===== src/pixro_pkg.sv =====
/*
 * shared constants, types and helpers for the readout-order block.
 * assumes register indices sit on word boundaries: byte address = 4 * index.
 */
package pixro_pkg;

  // ************************************************************
  // geometry and timing
  // ************************************************************
  localparam int unsigned ROWS = 1088;
  localparam int unsigned COLS = 2048;
  localparam int unsigned LANES = 16;
  localparam int unsigned PIX_W = 12;
  localparam int unsigned ROW_W = 11;
  localparam int unsigned LINE_GAP = 8;
  localparam logic [ROW_W-1:0] ROW_FIRST = 11'h000;
  localparam logic [ROW_W-1:0] ROW_LAST = 11'h43f;

  // ************************************************************
  // register indices (byte address = index * 4)
  // ************************************************************
  localparam logic [7:0] IDX_LINES = 8'h01;
  localparam logic [7:0] IDX_SKIP_P = 8'h23;
  localparam logic [7:0] IDX_SKIP_A = 8'h25;
  localparam logic [7:0] IDX_MIRROR = 8'h28;
  localparam logic [7:0] IDX_BURST = 8'h46;
  localparam logic [7:0] IDX_CHAN = 8'h48;
  localparam logic [7:0] IDX_TRAIN = 8'h4e;
  localparam logic [7:0] IDX_DEPTH = 8'h6f;
  localparam logic [7:0] IDX_CTRL = 8'h80;
  localparam logic [7:0] IDX_STAT = 8'h81;

  // ************************************************************
  // reset values and field positions
  // ************************************************************
  localparam logic [15:0] RST_LINES = 16'h0440;
  localparam logic [15:0] RST_SKIP = 16'h0000;
  localparam logic [1:0] RST_MIRROR = 2'h0;
  localparam logic [15:0] RST_BURST = 16'h0001;
  localparam logic [1:0] RST_CHAN = 2'h0;
  localparam logic [11:0] RST_TRAIN = 12'h055;
  localparam logic RST_DEPTH10 = 1'b1;
  localparam int unsigned MIR_X_BIT = 0;
  localparam int unsigned MIR_Y_BIT = 1;
  localparam int unsigned CTRL_INTEXP_BIT = 0;
  localparam int unsigned CTRL_REQ_BIT = 1;

  typedef enum logic [1:0] {CH16, CH8, CH4, CH2} chan_mode_e;

  typedef struct packed {
    logic [1:0] mirror;
    logic [15:0] skip_p;
    logic [15:0] skip_a;
    logic [15:0] lines;
    logic [15:0] burst;
    chan_mode_e chan;
    logic [11:0] train;
    logic depth10;
  } cfg_s;

  typedef logic [LANES-1:0][PIX_W-1:0] lanes_t;

  // pixels per channel per line: 128, 256, 512, 1024
  function automatic logic [ROW_W-1:0] chan_width(input chan_mode_e m);
    chan_width = ROW_W'(11'h080 << m);
  endfunction : chan_width

  // number of active lanes: 16, 8, 4, 2
  function automatic logic [4:0] lane_count(input chan_mode_e m);
    lane_count = 5'(5'h10 >> m);
  endfunction : lane_count

endpackage : pixro_pkg


===== src/pixro_lane_mux.sv =====
/*
 * per-lane output stage: pixel data on active lanes while valid,
 * otherwise the idle training word, trimmed to the pixel depth.
 * assumes pixel words arrive on the same clock, aligned with i_valid.
 */
`timescale 1ns/100ps
module pixro_lane_mux (
  input wire logic i_sys_clk,
  input wire logic i_rstn,
  input wire logic i_valid,
  input wire pixro_pkg::chan_mode_e i_chan,
  input wire logic [11:0] i_train,
  input wire logic i_depth10,
  input wire pixro_pkg::lanes_t i_pix,
  output pixro_pkg::lanes_t o_lanes
);
  import pixro_pkg::*;

  pixro_pkg::lanes_t lanes_d;
  pixro_pkg::lanes_t lanes_q;
  wire logic [PIX_W-1:0] depth_mask = i_depth10 ? 12'h3ff : 12'hfff;
  wire logic [4:0] active_lanes = lane_count(i_chan);

  always_comb begin
    for (int c = 0; c < LANES; c++) begin
      if (i_valid && (5'(c) < active_lanes)) begin
        lanes_d[c] = i_pix[c] & depth_mask;
      end else begin
        lanes_d[c] = i_train & depth_mask;
      end
    end
  end

  always_ff @(posedge i_sys_clk or negedge i_rstn) begin
    if (!i_rstn) begin
      lanes_q <= '0;
    end else begin
      lanes_q <= lanes_d;
    end
  end

  assign o_lanes = lanes_q;

endmodule : pixro_lane_mux


===== src/pixro_readout.sv =====
/*
 * readout-order sequencer with apb register file: mirroring, row skipping,
 * frame bursts, lane count selection and idle training word.
 * assumes apb master on i_sys_clk; i_frame_req_pin is asynchronous.
 */
`timescale 1ns/100ps
module pixro_readout (
  input wire logic i_sys_clk,
  input wire logic i_rstn,
  input wire logic i_psel,
  input wire logic i_penable,
  input wire logic i_pwrite,
  input wire logic [31:0] i_paddr,
  input wire logic [31:0] i_pwdata,
  output logic [31:0] o_prdata,
  output logic o_pready,
  output logic o_pslverr,
  input wire logic i_frame_req_pin,
  input wire pixro_pkg::lanes_t i_pix,
  output pixro_pkg::lanes_t o_lanes,
  output logic o_pix_valid,
  output logic [10:0] o_row,
  output logic [10:0] o_col,
  output logic o_frame_start,
  output logic o_busy
);
  import pixro_pkg::*;

  // ************************************************************
  // helpers
  // ************************************************************
  function automatic logic [15:0] wr16(input logic [15:0] old, input logic [7:0] idx,
                                       input logic [7:0] base, input logic [7:0] data);
    wr16 = old;
    if (idx == base) begin
      wr16[7:0] = data;
    end else if (idx == base + 8'h01) begin
      wr16[15:8] = data;
    end
  endfunction : wr16

  function automatic logic [ROW_W-1:0] step_row(input logic [ROW_W-1:0] row,
                                               input logic [15:0] skip, input logic up);
    logic [16:0] adv;
    logic [16:0] pos;
    adv = 17'(skip) + 17'h00001;
    adv = 17'(adv % 17'(ROWS));
    if (up) begin
      pos = 17'(row) + 17'(ROWS) - adv;
    end else begin
      pos = 17'(row) + adv;
    end
    step_row = ROW_W'(pos % 17'(ROWS));
  endfunction : step_row

  // ************************************************************
  // frame request pin synchroniser
  // ************************************************************
  logic req_s1_q;
  logic req_s2_q;
  logic req_s3_q;
  logic req_lvl_q;
  wire logic req_lvl_d = (req_s2_q == req_s3_q) ? req_s3_q : req_lvl_q;
  wire logic pin_req = req_lvl_d & ~req_lvl_q;

  always_ff @(posedge i_sys_clk or negedge i_rstn) begin
    if (!i_rstn) begin
      req_s1_q <= 1'b0;
      req_s2_q <= 1'b0;
      req_s3_q <= 1'b0;
      req_lvl_q <= 1'b0;
    end else begin
      req_s1_q <= i_frame_req_pin;
      req_s2_q <= req_s1_q;
      req_s3_q <= req_s2_q;
      req_lvl_q <= req_lvl_d;
    end
  end

  // ************************************************************
  // apb register file
  // ************************************************************
  cfg_s cfg_q;
  cfg_s cfg_d;
  logic intexp_q;
  logic [15:0] frames_sent_q;
  logic [31:0] prdata_q;
  logic pslverr_q;
  logic pready_q;
  logic busy_q;

  wire logic [7:0] idx = i_paddr[9:2];
  wire logic [7:0] wbyte = i_pwdata[7:0];
  wire logic setup = i_psel & ~i_penable;
  wire logic hit16 = (idx == IDX_LINES) || (idx == IDX_LINES + 8'h01) ||
                     (idx == IDX_SKIP_P) || (idx == IDX_SKIP_P + 8'h01) ||
                     (idx == IDX_SKIP_A) || (idx == IDX_SKIP_A + 8'h01) ||
                     (idx == IDX_BURST) || (idx == IDX_BURST + 8'h01) ||
                     (idx == IDX_TRAIN) || (idx == IDX_TRAIN + 8'h01);
  wire logic hit8 = (idx == IDX_MIRROR) || (idx == IDX_CHAN) || (idx == IDX_DEPTH) ||
                    (idx == IDX_CTRL) || (idx == IDX_STAT);
  wire logic mapped = (i_paddr[31:10] == 22'h000000) && (i_paddr[1:0] == 2'h0) && (hit16 || hit8);
  // refused addresses must not write an aliased index; a refused read at the status index still returns the status word
  wire logic wr_en = i_psel & i_penable & i_pwrite & mapped;
  wire logic [15:0] train16 = {4'h0, cfg_q.train};
  wire logic sw_req = wr_en && (idx == IDX_CTRL) && wbyte[CTRL_REQ_BIT];

  logic [7:0] rd_byte;
  always_comb begin
    case (idx)
      IDX_LINES: rd_byte = cfg_q.lines[7:0];
      IDX_LINES + 8'h01: rd_byte = cfg_q.lines[15:8];
      IDX_SKIP_P: rd_byte = cfg_q.skip_p[7:0];
      IDX_SKIP_P + 8'h01: rd_byte = cfg_q.skip_p[15:8];
      IDX_SKIP_A: rd_byte = cfg_q.skip_a[7:0];
      IDX_SKIP_A + 8'h01: rd_byte = cfg_q.skip_a[15:8];
      IDX_MIRROR: rd_byte = {6'h00, cfg_q.mirror};
      IDX_BURST: rd_byte = cfg_q.burst[7:0];
      IDX_BURST + 8'h01: rd_byte = cfg_q.burst[15:8];
      IDX_CHAN: rd_byte = {6'h00, cfg_q.chan};
      IDX_TRAIN: rd_byte = train16[7:0];
      IDX_TRAIN + 8'h01: rd_byte = train16[15:8];
      IDX_DEPTH: rd_byte = {7'h00, cfg_q.depth10};
      IDX_CTRL: rd_byte = {7'h00, intexp_q};
      default: rd_byte = 8'h00;
    endcase
  end

  always_comb begin
    logic [15:0] t;
    t = 16'h0000;
    cfg_d = cfg_q;
    if (wr_en) begin
      cfg_d.lines = wr16(cfg_q.lines, idx, IDX_LINES, wbyte);
      cfg_d.skip_p = wr16(cfg_q.skip_p, idx, IDX_SKIP_P, wbyte);
      cfg_d.skip_a = wr16(cfg_q.skip_a, idx, IDX_SKIP_A, wbyte);
      cfg_d.burst = wr16(cfg_q.burst, idx, IDX_BURST, wbyte);
      t = wr16(train16, idx, IDX_TRAIN, wbyte);
      cfg_d.train = t[11:0];
      if (idx == IDX_MIRROR) begin
        cfg_d.mirror = wbyte[1:0];
      end
      if (idx == IDX_CHAN) begin
        cfg_d.chan = chan_mode_e'(wbyte[1:0]);
      end
      if (idx == IDX_DEPTH) begin
        cfg_d.depth10 = wbyte[0];
      end
    end
  end

  always_ff @(posedge i_sys_clk or negedge i_rstn) begin
    if (!i_rstn) begin
      cfg_q <= '{mirror: RST_MIRROR, skip_p: RST_SKIP, skip_a: RST_SKIP, lines: RST_LINES,
                 burst: RST_BURST, chan: CH16, train: RST_TRAIN, depth10: RST_DEPTH10};
      intexp_q <= 1'b0;
      prdata_q <= 32'h00000000;
      pslverr_q <= 1'b0;
      pready_q <= 1'b0;
    end else begin
      cfg_q <= cfg_d;
      pready_q <= 1'b1;
      if (wr_en && (idx == IDX_CTRL)) begin
        intexp_q <= wbyte[CTRL_INTEXP_BIT];
      end
      if (setup) begin
        pslverr_q <= ~mapped;
        if (idx == IDX_STAT) begin
          prdata_q <= {frames_sent_q, 15'h0000, busy_q};
        end else begin
          prdata_q <= mapped ? {24'h000000, rd_byte} : 32'h00000000;
        end
      end
    end
  end

  // ************************************************************
  // row and column sequencer
  // ************************************************************
  typedef enum logic [1:0] {ST_IDLE, ST_LINE, ST_GAP} seq_e;
  seq_e state_q;
  logic [ROW_W-1:0] row_q;
  logic [ROW_W-1:0] col_q;
  logic [3:0] gap_q;
  logic [15:0] lines_q;
  logic [15:0] left_q;
  logic odd_q;
  logic fstart_q;
  logic valid_q;
  logic [ROW_W-1:0] orow_q;
  logic [ROW_W-1:0] ocol_q;

  wire logic start_req = pin_req | sw_req;
  wire logic [ROW_W-1:0] ch_w = chan_width(cfg_q.chan);
  wire logic [ROW_W-1:0] row_start = cfg_q.mirror[MIR_Y_BIT] ? ROW_LAST : ROW_FIRST;
  wire logic [15:0] burst_eff = (cfg_q.burst == 16'h0000) ? 16'h0001 : cfg_q.burst;
  wire logic [15:0] lines_eff = (cfg_q.lines == 16'h0000) ? 16'h0001 : cfg_q.lines;
  // even lines use the primary skip, odd lines the alternate; primary 0 keeps row pairs
  wire logic [15:0] skip_now = odd_q ? cfg_q.skip_a : cfg_q.skip_p;
  wire logic [ROW_W-1:0] row_next = step_row(row_q, skip_now, cfg_q.mirror[MIR_Y_BIT]);
  wire logic [ROW_W-1:0] col_out = cfg_q.mirror[MIR_X_BIT] ? (ch_w - 11'h001 - col_q) : col_q;
  wire logic line_end = (state_q == ST_LINE) && (col_q == ch_w - 11'h001);
  wire logic gap_end = (state_q == ST_GAP) && (gap_q == 4'(LINE_GAP - 1));
  wire logic frame_done = gap_end && (lines_q >= lines_eff);

  always_ff @(posedge i_sys_clk or negedge i_rstn) begin
    if (!i_rstn) begin
      state_q <= ST_IDLE;
      row_q <= ROW_FIRST;
      col_q <= 11'h000;
      gap_q <= 4'h0;
      lines_q <= 16'h0000;
      left_q <= 16'h0000;
      odd_q <= 1'b0;
      frames_sent_q <= 16'h0000;
    end else begin
      case (state_q)
        ST_IDLE: begin
          if (start_req) begin
            left_q <= intexp_q ? burst_eff : 16'h0001;
            row_q <= row_start;
            col_q <= 11'h000;
            lines_q <= 16'h0000;
            odd_q <= 1'b0;
            state_q <= ST_LINE;
          end
        end
        ST_LINE: begin
          col_q <= col_q + 11'h001;
          if (line_end) begin
            gap_q <= 4'h0;
            lines_q <= lines_q + 16'h0001;
            row_q <= row_next;
            odd_q <= ~odd_q;
            state_q <= ST_GAP;
          end
        end
        ST_GAP: begin
          gap_q <= gap_q + 4'h1;
          col_q <= 11'h000;
          if (frame_done) begin
            frames_sent_q <= frames_sent_q + 16'h0001;
            left_q <= left_q - 16'h0001;
            row_q <= row_start;
            lines_q <= 16'h0000;
            odd_q <= 1'b0;
            state_q <= (left_q == 16'h0001) ? ST_IDLE : ST_LINE;
          end else if (gap_end) begin
            state_q <= ST_LINE;
          end
        end
        default: state_q <= ST_IDLE;
      endcase
    end
  end

  // ************************************************************
  // registered outputs
  // ************************************************************
  wire logic valid_now = (state_q == ST_LINE);
  wire logic fstart_now = valid_now && (col_q == 11'h000) && (lines_q == 16'h0000);

  always_ff @(posedge i_sys_clk or negedge i_rstn) begin
    if (!i_rstn) begin
      valid_q <= 1'b0;
      fstart_q <= 1'b0;
      orow_q <= 11'h000;
      ocol_q <= 11'h000;
      busy_q <= 1'b0;
    end else begin
      valid_q <= valid_now;
      fstart_q <= fstart_now;
      orow_q <= row_q;
      ocol_q <= col_out;
      busy_q <= (state_q != ST_IDLE) || start_req;
    end
  end

  pixro_lane_mux u_lanes (
    .i_sys_clk(i_sys_clk),
    .i_rstn(i_rstn),
    .i_valid(valid_now),
    .i_chan(cfg_q.chan),
    .i_train(cfg_q.train),
    .i_depth10(cfg_q.depth10),
    .i_pix(i_pix),
    .o_lanes(o_lanes)
  );

  assign o_prdata = prdata_q;
  assign o_pready = pready_q;
  assign o_pslverr = pslverr_q;
  assign o_pix_valid = valid_q;
  assign o_row = orow_q;
  assign o_col = ocol_q;
  assign o_frame_start = fstart_q;
  assign o_busy = busy_q;

endmodule : pixro_readout


===== config.mk =====
export PLATFORM = sky130hd
export DESIGN_NAME = pixro_readout
export DESIGN_NICKNAME = d
export VERILOG_FILES = /design/src/pixro_pkg.sv /design/src/pixro_lane_mux.sv /design/src/pixro_readout.sv
export SDC_FILE = /design/constraint.sdc
export NUM_CORES = 1
export LEC_CHECK = 0
export BUFFER_PORTS_ARGS = -buffer_cell sky130_fd_sc_hd__buf_2
export CELL_PAD_IN_SITES_DETAIL_PLACEMENT = 2
export CELL_PAD_IN_SITES_GLOBAL_PLACEMENT = 2
export CORE_UTILIZATION = 35
export CTS_CLUSTER_DIAMETER = 60
export DETAILED_ROUTE_END_ITERATION = 7
export PLACE_DENSITY_LB_ADDON = 0.1
export RECOVER_POWER = 25
export SYNTH_ARGS = -nofsm -noshare
export SYNTH_HDL_FRONTEND = slang
export SYNTH_SLANG_ARGS = --single-unit
export TNS_END_PERCENT = 10

===== constraint.sdc =====
create_clock -name i_sys_clk -period 23.5 [get_ports i_sys_clk]
set_input_delay 2.35 -clock i_sys_clk [delete_from_list [all_inputs] [get_ports i_sys_clk]]
set_output_delay 2.35 -clock i_sys_clk [all_outputs]
set_load 0.1 [all_outputs]

* Yosys cells after proc, flatten, opt, wreduce, memory -nomap -nowiden
Index checks and enable logic that the tools add are counted.
Operators by class: mux-type cells 53, add/sub/neg operators 11, divide/modulo/power cells 2, reduce and logical (&&, ||, !) cells 70, order comparisons 17, equal/unequal tests 25, shift-type cells 2, multiply operators 0, bitwise operators 32
Operators with widths (number):
- bitwise AND 12 bit | 17
- two-way mux 12 bit | 17
- two-way mux 16 bit | 9
- case mux 8 bit (14 select lines) | 1
- two-way mux 11 bit | 6
- case mux 11 bit (3 select lines) | 2
- == test 8 x 7 -> 1 bit (second input constant) | 6
- zero test 16 bit | 3
- case mux 16 bit (3 select lines) | 1
- == test 8 x 6 -> 1 bit (second input constant) | 5
- less-than comparator 4 x 5 -> 1 bit (first input constant) | 8
- modulo 17 x 11 -> 17 bit (second input constant) | 2
- adder 16 x 1 -> 16 bit (second input constant) | 2
- two-way mux 32 bit | 1
- case mux 16 bit (2 select lines) | 1
- logical AND 1 bit | 25
- zero test 22 bit | 1
- AND reduction 2 bit | 11
- AND reduction 3 bit | 7
- less-than comparator 3 x 5 -> 1 bit (first input constant) | 4
- adder 11 x 17 -> 17 bit | 1
- adder 16 x 1 -> 17 bit (second input constant) | 1
- two-way mux 17 bit | 1
- subtractor 12 x 17 -> 17 bit | 1
- other kinds (38) | 79
Word-level totals: input port bits 262, bits in read-only memories 0, register bits 414, word-level logic and storage cells 262, memories 0, latch bits 0, output and inout port bits 251, bits in writable memories 0

* Longest topological paths before layout
Gate-level depths: netlist (run 1).
word-level depth 18, mapped depth 43, mapped depth without buffers 36

* By module
Synthesis (run 1) repeated with hierarchy kept, for this count alone.
Unflattened totals: cell total of the unflattened synthesis 2027, area, all modules 20464.6 µm²
Modules (own cells, without submodules):
- pixro_readout | area an instance 13659.4 µm², seq. area each 5365.1 µm², instances 1, cells each 1480
- pixro_lane_mux | area an instance 6805.3 µm², seq. area each 4804.6 µm², instances 1, cells each 547

* Worst setup path before layout (run 1)
Ideal clock, no wire load.
kind register -> register, start register odd_q, end register row_q[8], setup time 122 ps, path slack 14236 ps, arrival 9143 ps, cell stages (with the launch flop) 42, path buffers 7, data required time 23378 ps, period minus slack after synthesis 9264 ps, cells stage by stage dfrtp_1 buf_6 buf_6 buf_8 buf_2 buf_1 mux2_2 ha_1 inv_1 nor2_2 and2_1 a32oi_1 o32ai_1 and2_1 buf_4 and4_1 o31ai_1 buf_2 [6 not listed] o22ai_2 xnor2_1 ha_1 inv_1 ha_1 and2_0 a21o_1 a31o_2 mux2_2 or3_1 a221oi_1 a22oi_1 o31ai_1 a211oi_1 a31oi_1 o21ai_0 a221o_1 a32o_1
On the way: word-level cells in the longest chain between the ends 8, elaborated cells on any way between the ends 9, classes of those cells add/sub (3); div (2); mux (4)
RTL lines:
- start: declaration | line pixro_readout.sv:187 | logic odd_q;
- start signal: assignment | line pixro_readout.sv:234 | odd_q <= ~odd_q;
- two-way mux 16 bit * | line pixro_readout.sv:199 | wire logic [15:0] skip_now = odd_q ? cfg_q.skip_a : cfg_q.skip_p;
- adder 16 x 1 -> 17 bit * | line pixro_readout.sv:46 | adv = 17'(skip) + 17'h00001;
- modulo 17 x 11 -> 17 bit * | line pixro_readout.sv:47 | adv = 17'(adv % 17'(ROWS));
- adder 11 x 17 -> 17 bit or subtractor 12 x 17 -> 17 bit (tied branches) | line pixro_readout.sv:51, pixro_readout.sv:49
- two-way mux 17 bit * | line pixro_readout.sv:48 | if (up) begin
- modulo 17 x 11 -> 17 bit * | line pixro_readout.sv:53 | step_row = ROW_W'(pos % 17'(ROWS));
- two-way mux 11 bit * | line pixro_readout.sv:230 | if (line_end) begin
- case mux 11 bit (3 select lines) * | line pixro_readout.sv:217 | case (state_q)
- end signal: assignment | line pixro_readout.sv:221 | row_q <= row_start;
- end signal: assignment | line pixro_readout.sv:233 | row_q <= row_next;
- end signal: assignment | line pixro_readout.sv:244 | row_q <= row_start;
- end: declaration | line pixro_readout.sv:182 | logic [ROW_W-1:0] row_q;
Every way passes the cells marked *; elsewhere a longest branch is shown, timed or not. The select of a mux whose other input is x is not followed. A chain may end at the register's enable or synchronous reset.

* Final worst setup path (run 1)
Same ends and word-level chain as after synthesis.

==> run summary, run 1 <==
The count of final max-slew check failures is 147. The netlist area before placement is 0.0208 mm^2. The H-tree was split into 2 levels. The detailed router's first-iteration violation count is 854.

The tightest hold margin came out at 0.358 ns. The worst hold path class is reg -> reg. The via count of the first global-routing pass is 20600.

The initial cell density of the core is 0.357. The horizontal die dimension is 246 um. The area fraction in compound gates after synthesis came out at 0.152. The run finished, with violations left. STA classifies the critical path endpoint as a flip-flop. The relative contribution of sequential cells to total power came out at 0.437.

The clock period minus worst slack is 10.84 ns. The count of nets left with antenna violations after detail routing came out at 0. The number of post-CTS setup repair buffers came out at 0. The internal power of the cells is 1200 uW.

The initialized floorplan defines 88 standard-cell rows. The data arrival time of the critical path came out at 11.32 ns. The part of the power in the clock network is 0.490. The total setup violations reported at the end of the flow is 0. The worst-case vdd ir drop came out at 47.6 uV. The post-cts repair resize count came out at 0. The slew at the pin closest to its max-slew limit is 5.33 ns.

The portion of total power attributed to combinational logic came out at 0.074. The placed wire-length estimate after detailed placement is 66.4 mm. The final cycle utilization of the critical path came out at 0.461. The share of synthesized area occupied by flip-flops and latches is 0.490. The clock transition time at the flip-flop clock pins of the worst setup and hold paths is 0.06 ns.

The cell family contributing the most delay on the critical path is compound AO/OA/AOI/OAI gates. The post-synthesis cell count is 2149. The number of buffers between clock root and the deepest sink is 3.

Leaving out fill and tap cells, the most frequent cells in the layout are 479 x sky130_fd_sc_hd__buf_2, 459 x sky130_fd_sc_hd__nand2_1, 398 x sky130_fd_sc_hd__dfrtp_1. The first-pass GRT wire length came out at 131 mm. The number of synthesized flops with an enable pin is 0.

The worst setup path is launched from a flip-flop. The final worst clock skew is 0.0183 ns. The clock latency reported for the late side of the worst-skew pair came out at 0.60 ns. During synthesis, Yosys emitted a total of 0 warnings. The final non-filler cell total is 3426. The highest clock rate is 92.2 MHz.

The weighted congestion at the end of routability-driven global placement is 0.907. A synthesized cell averages 9.67 um^2. The count of input and output buffers came out at 480. The share of layout cells above drive strength 1 came out at 0.272.

The worst pin sits at a relative slew slack of -2.55. The number of fill cells in the layout is 6399. Setup repair after global routing left no endpoint under its margin. The CTS tree is done. The via count normalized by instance count is 5.48. The floorplan step defined a core boundary enclosing 0.0581 mm^2. The final reports fail on capacitance limit, slew limit. The leakage dissipation came out at 0.0136 uW.

Of the total power, the share spent switching nets is 0.261. The post-layout total power is 1620 uW. The critical path in this run is classified as reg -> reg.

The detail-routed net length per standard cell is 25.8 um. Buffers inserted during clock tree synthesis total 51. The total grt overflow came out at 0. The post-synthesis to final-layout area growth came out at 23.3%.

Of the total synthesized cell area, the portion taken by AND, OR, NAND and NOR gates is 0.189. In this run, post-CTS hold repair placed 0 buffers. The net total in the final layout is 2942. The count of endpoints failing hold in the final timing report was 0. The multiplexer fraction of the synthesized cell area came out at 0.0590.

The count of cell types in the netlist came out at 105. The combinational family with the most area after synthesis is simple AND/OR/NAND/NOR gates. The total DRC errors in the routed layout came out at 0. The slowest stage of the critical path is the sky130_fd_sc_hd__a211oi_1 cell. Together, buffers and inverters on the worst path number 4. The power per unit of standard cell area came out at 63.2 mW/mm^2.

The total of flip-flops plus latches after synthesis is 406. The post-route setup TNS is 0 ns. The die covers 0.0603 mm^2.

Among all flip-flop cells after synthesis, the most frequent one is sky130_fd_sc_hd__dfrtp_1. The buffer cell driving the clock tree root is sky130_fd_sc_hd__clkbuf_16. For this run, the total global-route usage over all layers was measured as 0.287. During I/O placement, the number of pins put on the boundary was 513. The number of antenna violations at the first check in global routing came out at 12. The pin count of the biggest net entering global routing came out at 97. Before antenna repair, the detailed router went through 5 iterations.

For this run, asynchronously set or reset flops after synthesis account for 1.00. The aggregate routed wire length is 88.3 mm. The switching component of the power is 423 uW. Leaving out fill and tap cells, the most frequent cell in the layout is sky130_fd_sc_hd__buf_2. The xor-xnor portion of the synthesized cell area came out at 0.0340. The number of sinks handled by clock tree synthesis is 406. The count of vias placed by the detailed router is 18800. Of the total synthesized cell area, the portion taken by full adders, half adders and majority gates is 0.0404. The biggest fanout along the worst timing path is 50.

The largest single stage delay on the critical path is 0.72 ns. The reported max-cap violation count came out at 3. The critical path required time came out at 23.97 ns. The die span in y is 246 um. In this run, placement finished with an instance count of 3327.
## registers in the layout, indices dropped and copies added (netlist names)
signal and flops:
cfg_q 81, col_q 11, frames_sent_q 16, gap_q 4, intexp_q 1, left_q 16
lines_q 16, o_busy 1, o_col 11, o_frame_start 1, o_pix_valid 1, o_prdata 24
o_pready 1, o_pslverr 1, o_row 11, odd_q 1, req_lvl_q 1, req_s1_q 1
req_s2_q 1, req_s3_q 1, row_q 11, state_q 2, u_lanes.o_lanes 192
## synthesized netlist by cell type, types with 13 or more instances
library cell	number	area share
sky130_fd_sc_hd__nand2_1	459	0.083
sky130_fd_sc_hd__dfrtp_1	398	0.48
sky130_fd_sc_hd__o21ai_0	134	0.032
sky130_fd_sc_hd__a21oi_1	94	0.023
sky130_fd_sc_hd__nor2_1	87	0.016
sky130_fd_sc_hd__mux2_2	85	0.046
sky130_fd_sc_hd__inv_1	75	0.014
sky130_fd_sc_hd__clkbuf_1	73	0.013
sky130_fd_sc_hd__ha_1	63	0.038
sky130_fd_sc_hd__a21o_1	57	0.021
sky130_fd_sc_hd__nand3_1	49	0.012
sky130_fd_sc_hd__xnor2_1	48	0.020
sky130_fd_sc_hd__nor3_1	37	0.0089
sky130_fd_sc_hd__nor4_1	32	0.0096
sky130_fd_sc_hd__xor2_1	27	0.011
sky130_fd_sc_hd__nand4_1	26	0.0078
sky130_fd_sc_hd__and2_1	25	0.0075
sky130_fd_sc_hd__mux2i_1	24	0.012
sky130_fd_sc_hd__nor2b_1	21	0.0063
sky130_fd_sc_hd__a22oi_1	20	0.0072
sky130_fd_sc_hd__and3_1	16	0.0048
sky130_fd_sc_hd__or3_1	16	0.0048
sky130_fd_sc_hd__a211oi_1	15	0.0054
sky130_fd_sc_hd__a31oi_1	15	0.0045
sky130_fd_sc_hd__nand2b_1	15	0.0045
sky130_fd_sc_hd__o211ai_1	13	0.0047
## through the flow
stage               utilization  instance area, um^2  setup slack (ns)
global placement          0.412                24000             13.08
floorplan                     -                20800             14.24
finish                    0.440                25600             12.66
CTS                       0.441                25600             12.55
detailed placement        0.412                24000             12.72
global route              0.440                25600             11.73
## logic make-up after synthesis
kind of cell / count (synthesis)
mux: 111
other cells: 2
fa+ha+maj: 66
simple gates: 840
buf+inv: 176
flops: 406
compound gates: 470
xor+xnor: 78
## power groups by stage
stage	clock, uW	combinational, uW	sequential [uW]
after floorplan	0	31.1	753
after detailed placement	0	120	720
final	793	119	707
after global routing	833	127	707
after global placement	0	117	719
after CTS	807	121	707
## routing by layer
metal	up-vias	track usage	wire, um
li1	8471	-	-
met1	9700	0.334	35300
met2	441	0.525	45900
met3	140	0.0540	4240
met4	12	0.0912	2750
met5	-	0	80
## worst paths after layout
check | cells after the start | to | startpoint | slack, ns
worst min-delay path | 0 | req_s2_q | req_s1_q | 0.36
worst max-delay path | 35 | row_q[8] | odd_q | 12.66
worst min register to register | 0 | req_s2_q | req_s1_q | 0.36
max in group asynchronous | 4 | u_lanes.o_lanes[17] | i_rstn | 15.25
worst max register to register | 35 | row_q[8] | odd_q | 12.66
min in group asynchronous | 1 | u_lanes.o_lanes[33] | i_rstn | 3.70
## final cells by class
class | instances | area [um^2] | area share
inverters | 76 | 285 | 0.0111
flip-flops and latches | 406 | 10200 | 0.397
repair buffers | 505 | 2580 | 0.101
diodes | 3 | 7.51 | 0.000293
multi-input cells | 1575 | 9930 | 0.388
clock inverters | 22 | 229 | 0.00894
well taps | 765 | 957 | 0.0374
clock buffers | 74 | 1440 | 0.0564
Note: power is estimated with default switching activity, not from simulation.
==> inputs of run 2 (changes only) <==
CORE_UTILIZATION = 33   (was 35)
clock period = 10 ns   (was 23.5 ns; I/O delays follow)
==> run summary, run 2 (synthesis gave the netlist of run 1 again) <==
The run finished, with violations left. The final reports fail on capacitance limit, slew limit. The biggest fanout along the worst timing path came out at 13.

The critical path required time came out at 10.48 ns. The detail-routed net length per standard cell came out at 24.9 um. The switching component of the power is 994 uW.

The HPWL after detailed placement is 66.1 mm. Setup repair after global routing left no endpoint under its margin. The clock period minus worst slack came out at 9.43 ns.

The number of instances on the worst hold path is 0. The count of final max-slew check failures is 148. For this configuration, the core starts out at a cell density of 0.335.

The cell sitting at the root of the clock tree is a sky130_fd_sc_hd__clkbuf_16. The first TritonRoute pass finished after 5 iterations. In this run the worst setup path terminates at row_q[8]. The CTS tree is done. The first-pass GRT wire length came out at 131 mm. The post-layout total power came out at 3840 uW. The start point of the critical path is odd_q. The final cycle utilization of the critical path is 0.943.

The pin count of the biggest net entering global routing is 153. The part of the power in the clock network is 0.494. The total setup violations reported at the end of the flow is 0.

The slowest stage of the critical path is the sky130_fd_sc_hd__dfrtp_2 cell. The cell family contributing the most delay on the critical path is compound AO/OA/AOI/OAI gates. The weighted congestion at the end of routability-driven global placement is 0.861. The worst-case register-to-register setup slack came out at 0.57 ns.

The depth of the CTS H-tree came out at 2. The internal power of the cells is 2850 uW. The count of endpoints failing hold in the final timing report was 0.

The clock transition time at the flip-flop clock pins of the worst setup and hold paths is 0.06 ns. The worst-case headroom to the max-slew limit came out at -3.62. The number of buffers created by CTS came out at 50.

The floorplan row count is 91. STA classifies the critical path endpoint as a flip-flop. The count of buffer and inverter cells on the critical path came out at 3.

The count of hold buffers inserted by post-cts repair came out at 0. The tightest min-delay check is of the reg -> reg type. Final hold analysis gives a worst-case slack of 0.352 ns. The relative contribution of sequential cells to total power came out at 0.432. The count of input and output buffers came out at 480. The total core area came out at 0.0619 mm^2. The count of nets left with antenna violations after detail routing is 0. The post-route setup TNS came out at 0 ns. The number of buffers between clock root and the deepest sink came out at 3. The final layout contains routed wiring with a total length of 87.6 mm.

The net total in the final layout came out at 2955. The data arrival time of the critical path came out at 9.91 ns. The post-synthesis to final-layout area growth came out at 24.9%. The overall fraction of global-route tracks in use came out at 0.270. The highest clock rate is 106 MHz. The floorplan step set the die height to 253 um. Global routing finished with a remaining overflow of 0.

The launching element type of the critical path is a flip-flop. The number of antenna violations at the first check in global routing is 22. The count of vias placed by the detailed router is 18800. The worst-case vdd ir drop came out at 135 uV.

The first routing iteration left 914 violations. The share of layout cells above drive strength 1 is 0.282. The floorplan step defined a die boundary enclosing 0.0640 mm^2. The slew at the pin closest to its max-slew limit came out at 6.94 ns. The via count normalized by instance count is 5.35. The library cells used most frequently in the layout, excluding fill and tap cells, are 479 x sky130_fd_sc_hd__buf_2, 459 x sky130_fd_sc_hd__nand2_1, 397 x sky130_fd_sc_hd__dfrtp_1. In this run the critical register-to-register path is launched from odd_q.

The via count of the first global-routing pass is 20600. After detailed routing, the number of remaining DRC violations is 0. Of the total power, the share spent switching nets is 0.259. For this design, the sink count on the clock tree is 406. For the worst-skew pair, the clock arrives at the later sink with an insertion delay of 0.60 ns. The worst register-to-register path ends at row_q[8]. The portion of total power attributed to combinational logic came out at 0.074. The number of ports placed on the die boundary is 513. The number of flip-flops in the largest register is 192.

The cell depth of the worst setup path is 35. The final worst clock skew is 0.0218 ns. The power per unit of standard cell area came out at 148 mW/mm^2. For this design the static power due to leakage is 0.0137 uW. For the worst flop-to-flop path, the logic depth is 35. The library cell used most frequently in the layout, excluding fill and tap cells, is sky130_fd_sc_hd__buf_2. The reported max-cap violation count came out at 2. The delay contributed by the slowest stage of the critical path is 0.55 ns. The kind of critical path is reg -> reg. The horizontal die dimension came out at 253 um.
## run 2: cell count changes in the layout (fill, tap and decap cells not counted), moves of 3 or more
cell / change
sky130_fd_sc_hd__clkbuf_1: -12
sky130_fd_sc_hd__clkinv_2: -4
sky130_fd_sc_hd__buf_4: +12
sky130_fd_sc_hd__diode_2: +8
sky130_fd_sc_hd__buf_12: +3
sky130_fd_sc_hd__clkbuf_8: +7
## run 2: layout make-up
cell class                      instances  area (um^2)
Clock inverter                         22          260
Fill cell                            6872        36000
Multi-Input combinational cell       1575         9970
Clock buffer                           68         1450
Inverter                               76          285
Tap cell                              837         1050
Sequential cell                       406        10200
Timing Repair Buffer                  519         2730
Antenna cell                           11         27.5
## run 2: through the flow
step / worst slack, ns / cells / util / instance area (um^2)
after global placement: 0.609 / 3412 / 0.390 / 24200
after floorplan: 0.736 / 2157 / - / 20800
after detailed placement: 0.0663 / 3412 / 0.390 / 24200
after global routing: 0.00354 / 3511 / 0.419 / 25900
final: 0.574 / 3514 / 0.419 / 25900
after CTS: 0.0511 / 3502 / 0.418 / 25900
## run 2: worst min path at each step
| stage | end | start |
|---|---|---|
| final | req_s2_q | req_s1_q |
| after global routing | req_s2_q | req_s1_q |
| after CTS | req_s2_q | req_s1_q |
| after detailed placement | req_s2_q | req_s1_q |
| after global placement | req_s2_q | req_s1_q |
| after floorplan | req_s2_q | req_s1_q |
## run 2: layer usage
metal	track usage	wire length [um]	vias to the layer above
li1	-	-	8491
met1	0.317	35100	9720
met2	0.485	44800	430
met3	0.0529	4590	154
met4	0.0951	3050	16
met5	0	104	-
## run 2: power by group through the flow
stage | clock (uW) | combinational, uW | sequential [uW]
floorplan | 0 | 73.2 | 1770
global placement | 0 | 279 | 1690
detailed placement | 0 | 286 | 1690
CTS | 1940 | 288 | 1660
global route | 2000 | 304 | 1660
finish | 1900 | 285 | 1660
## run 2: repair_timing
| item | in CTS | in global routing |
|---|---|---|
| buffers inserted | 0 | 1 |
| cloned | 0 | 0 |
| endpoints found under the setup margin | 2 | 5 |
| gates resized for setup | 1 | 10 |
| pin swaps | 0 | 2 |
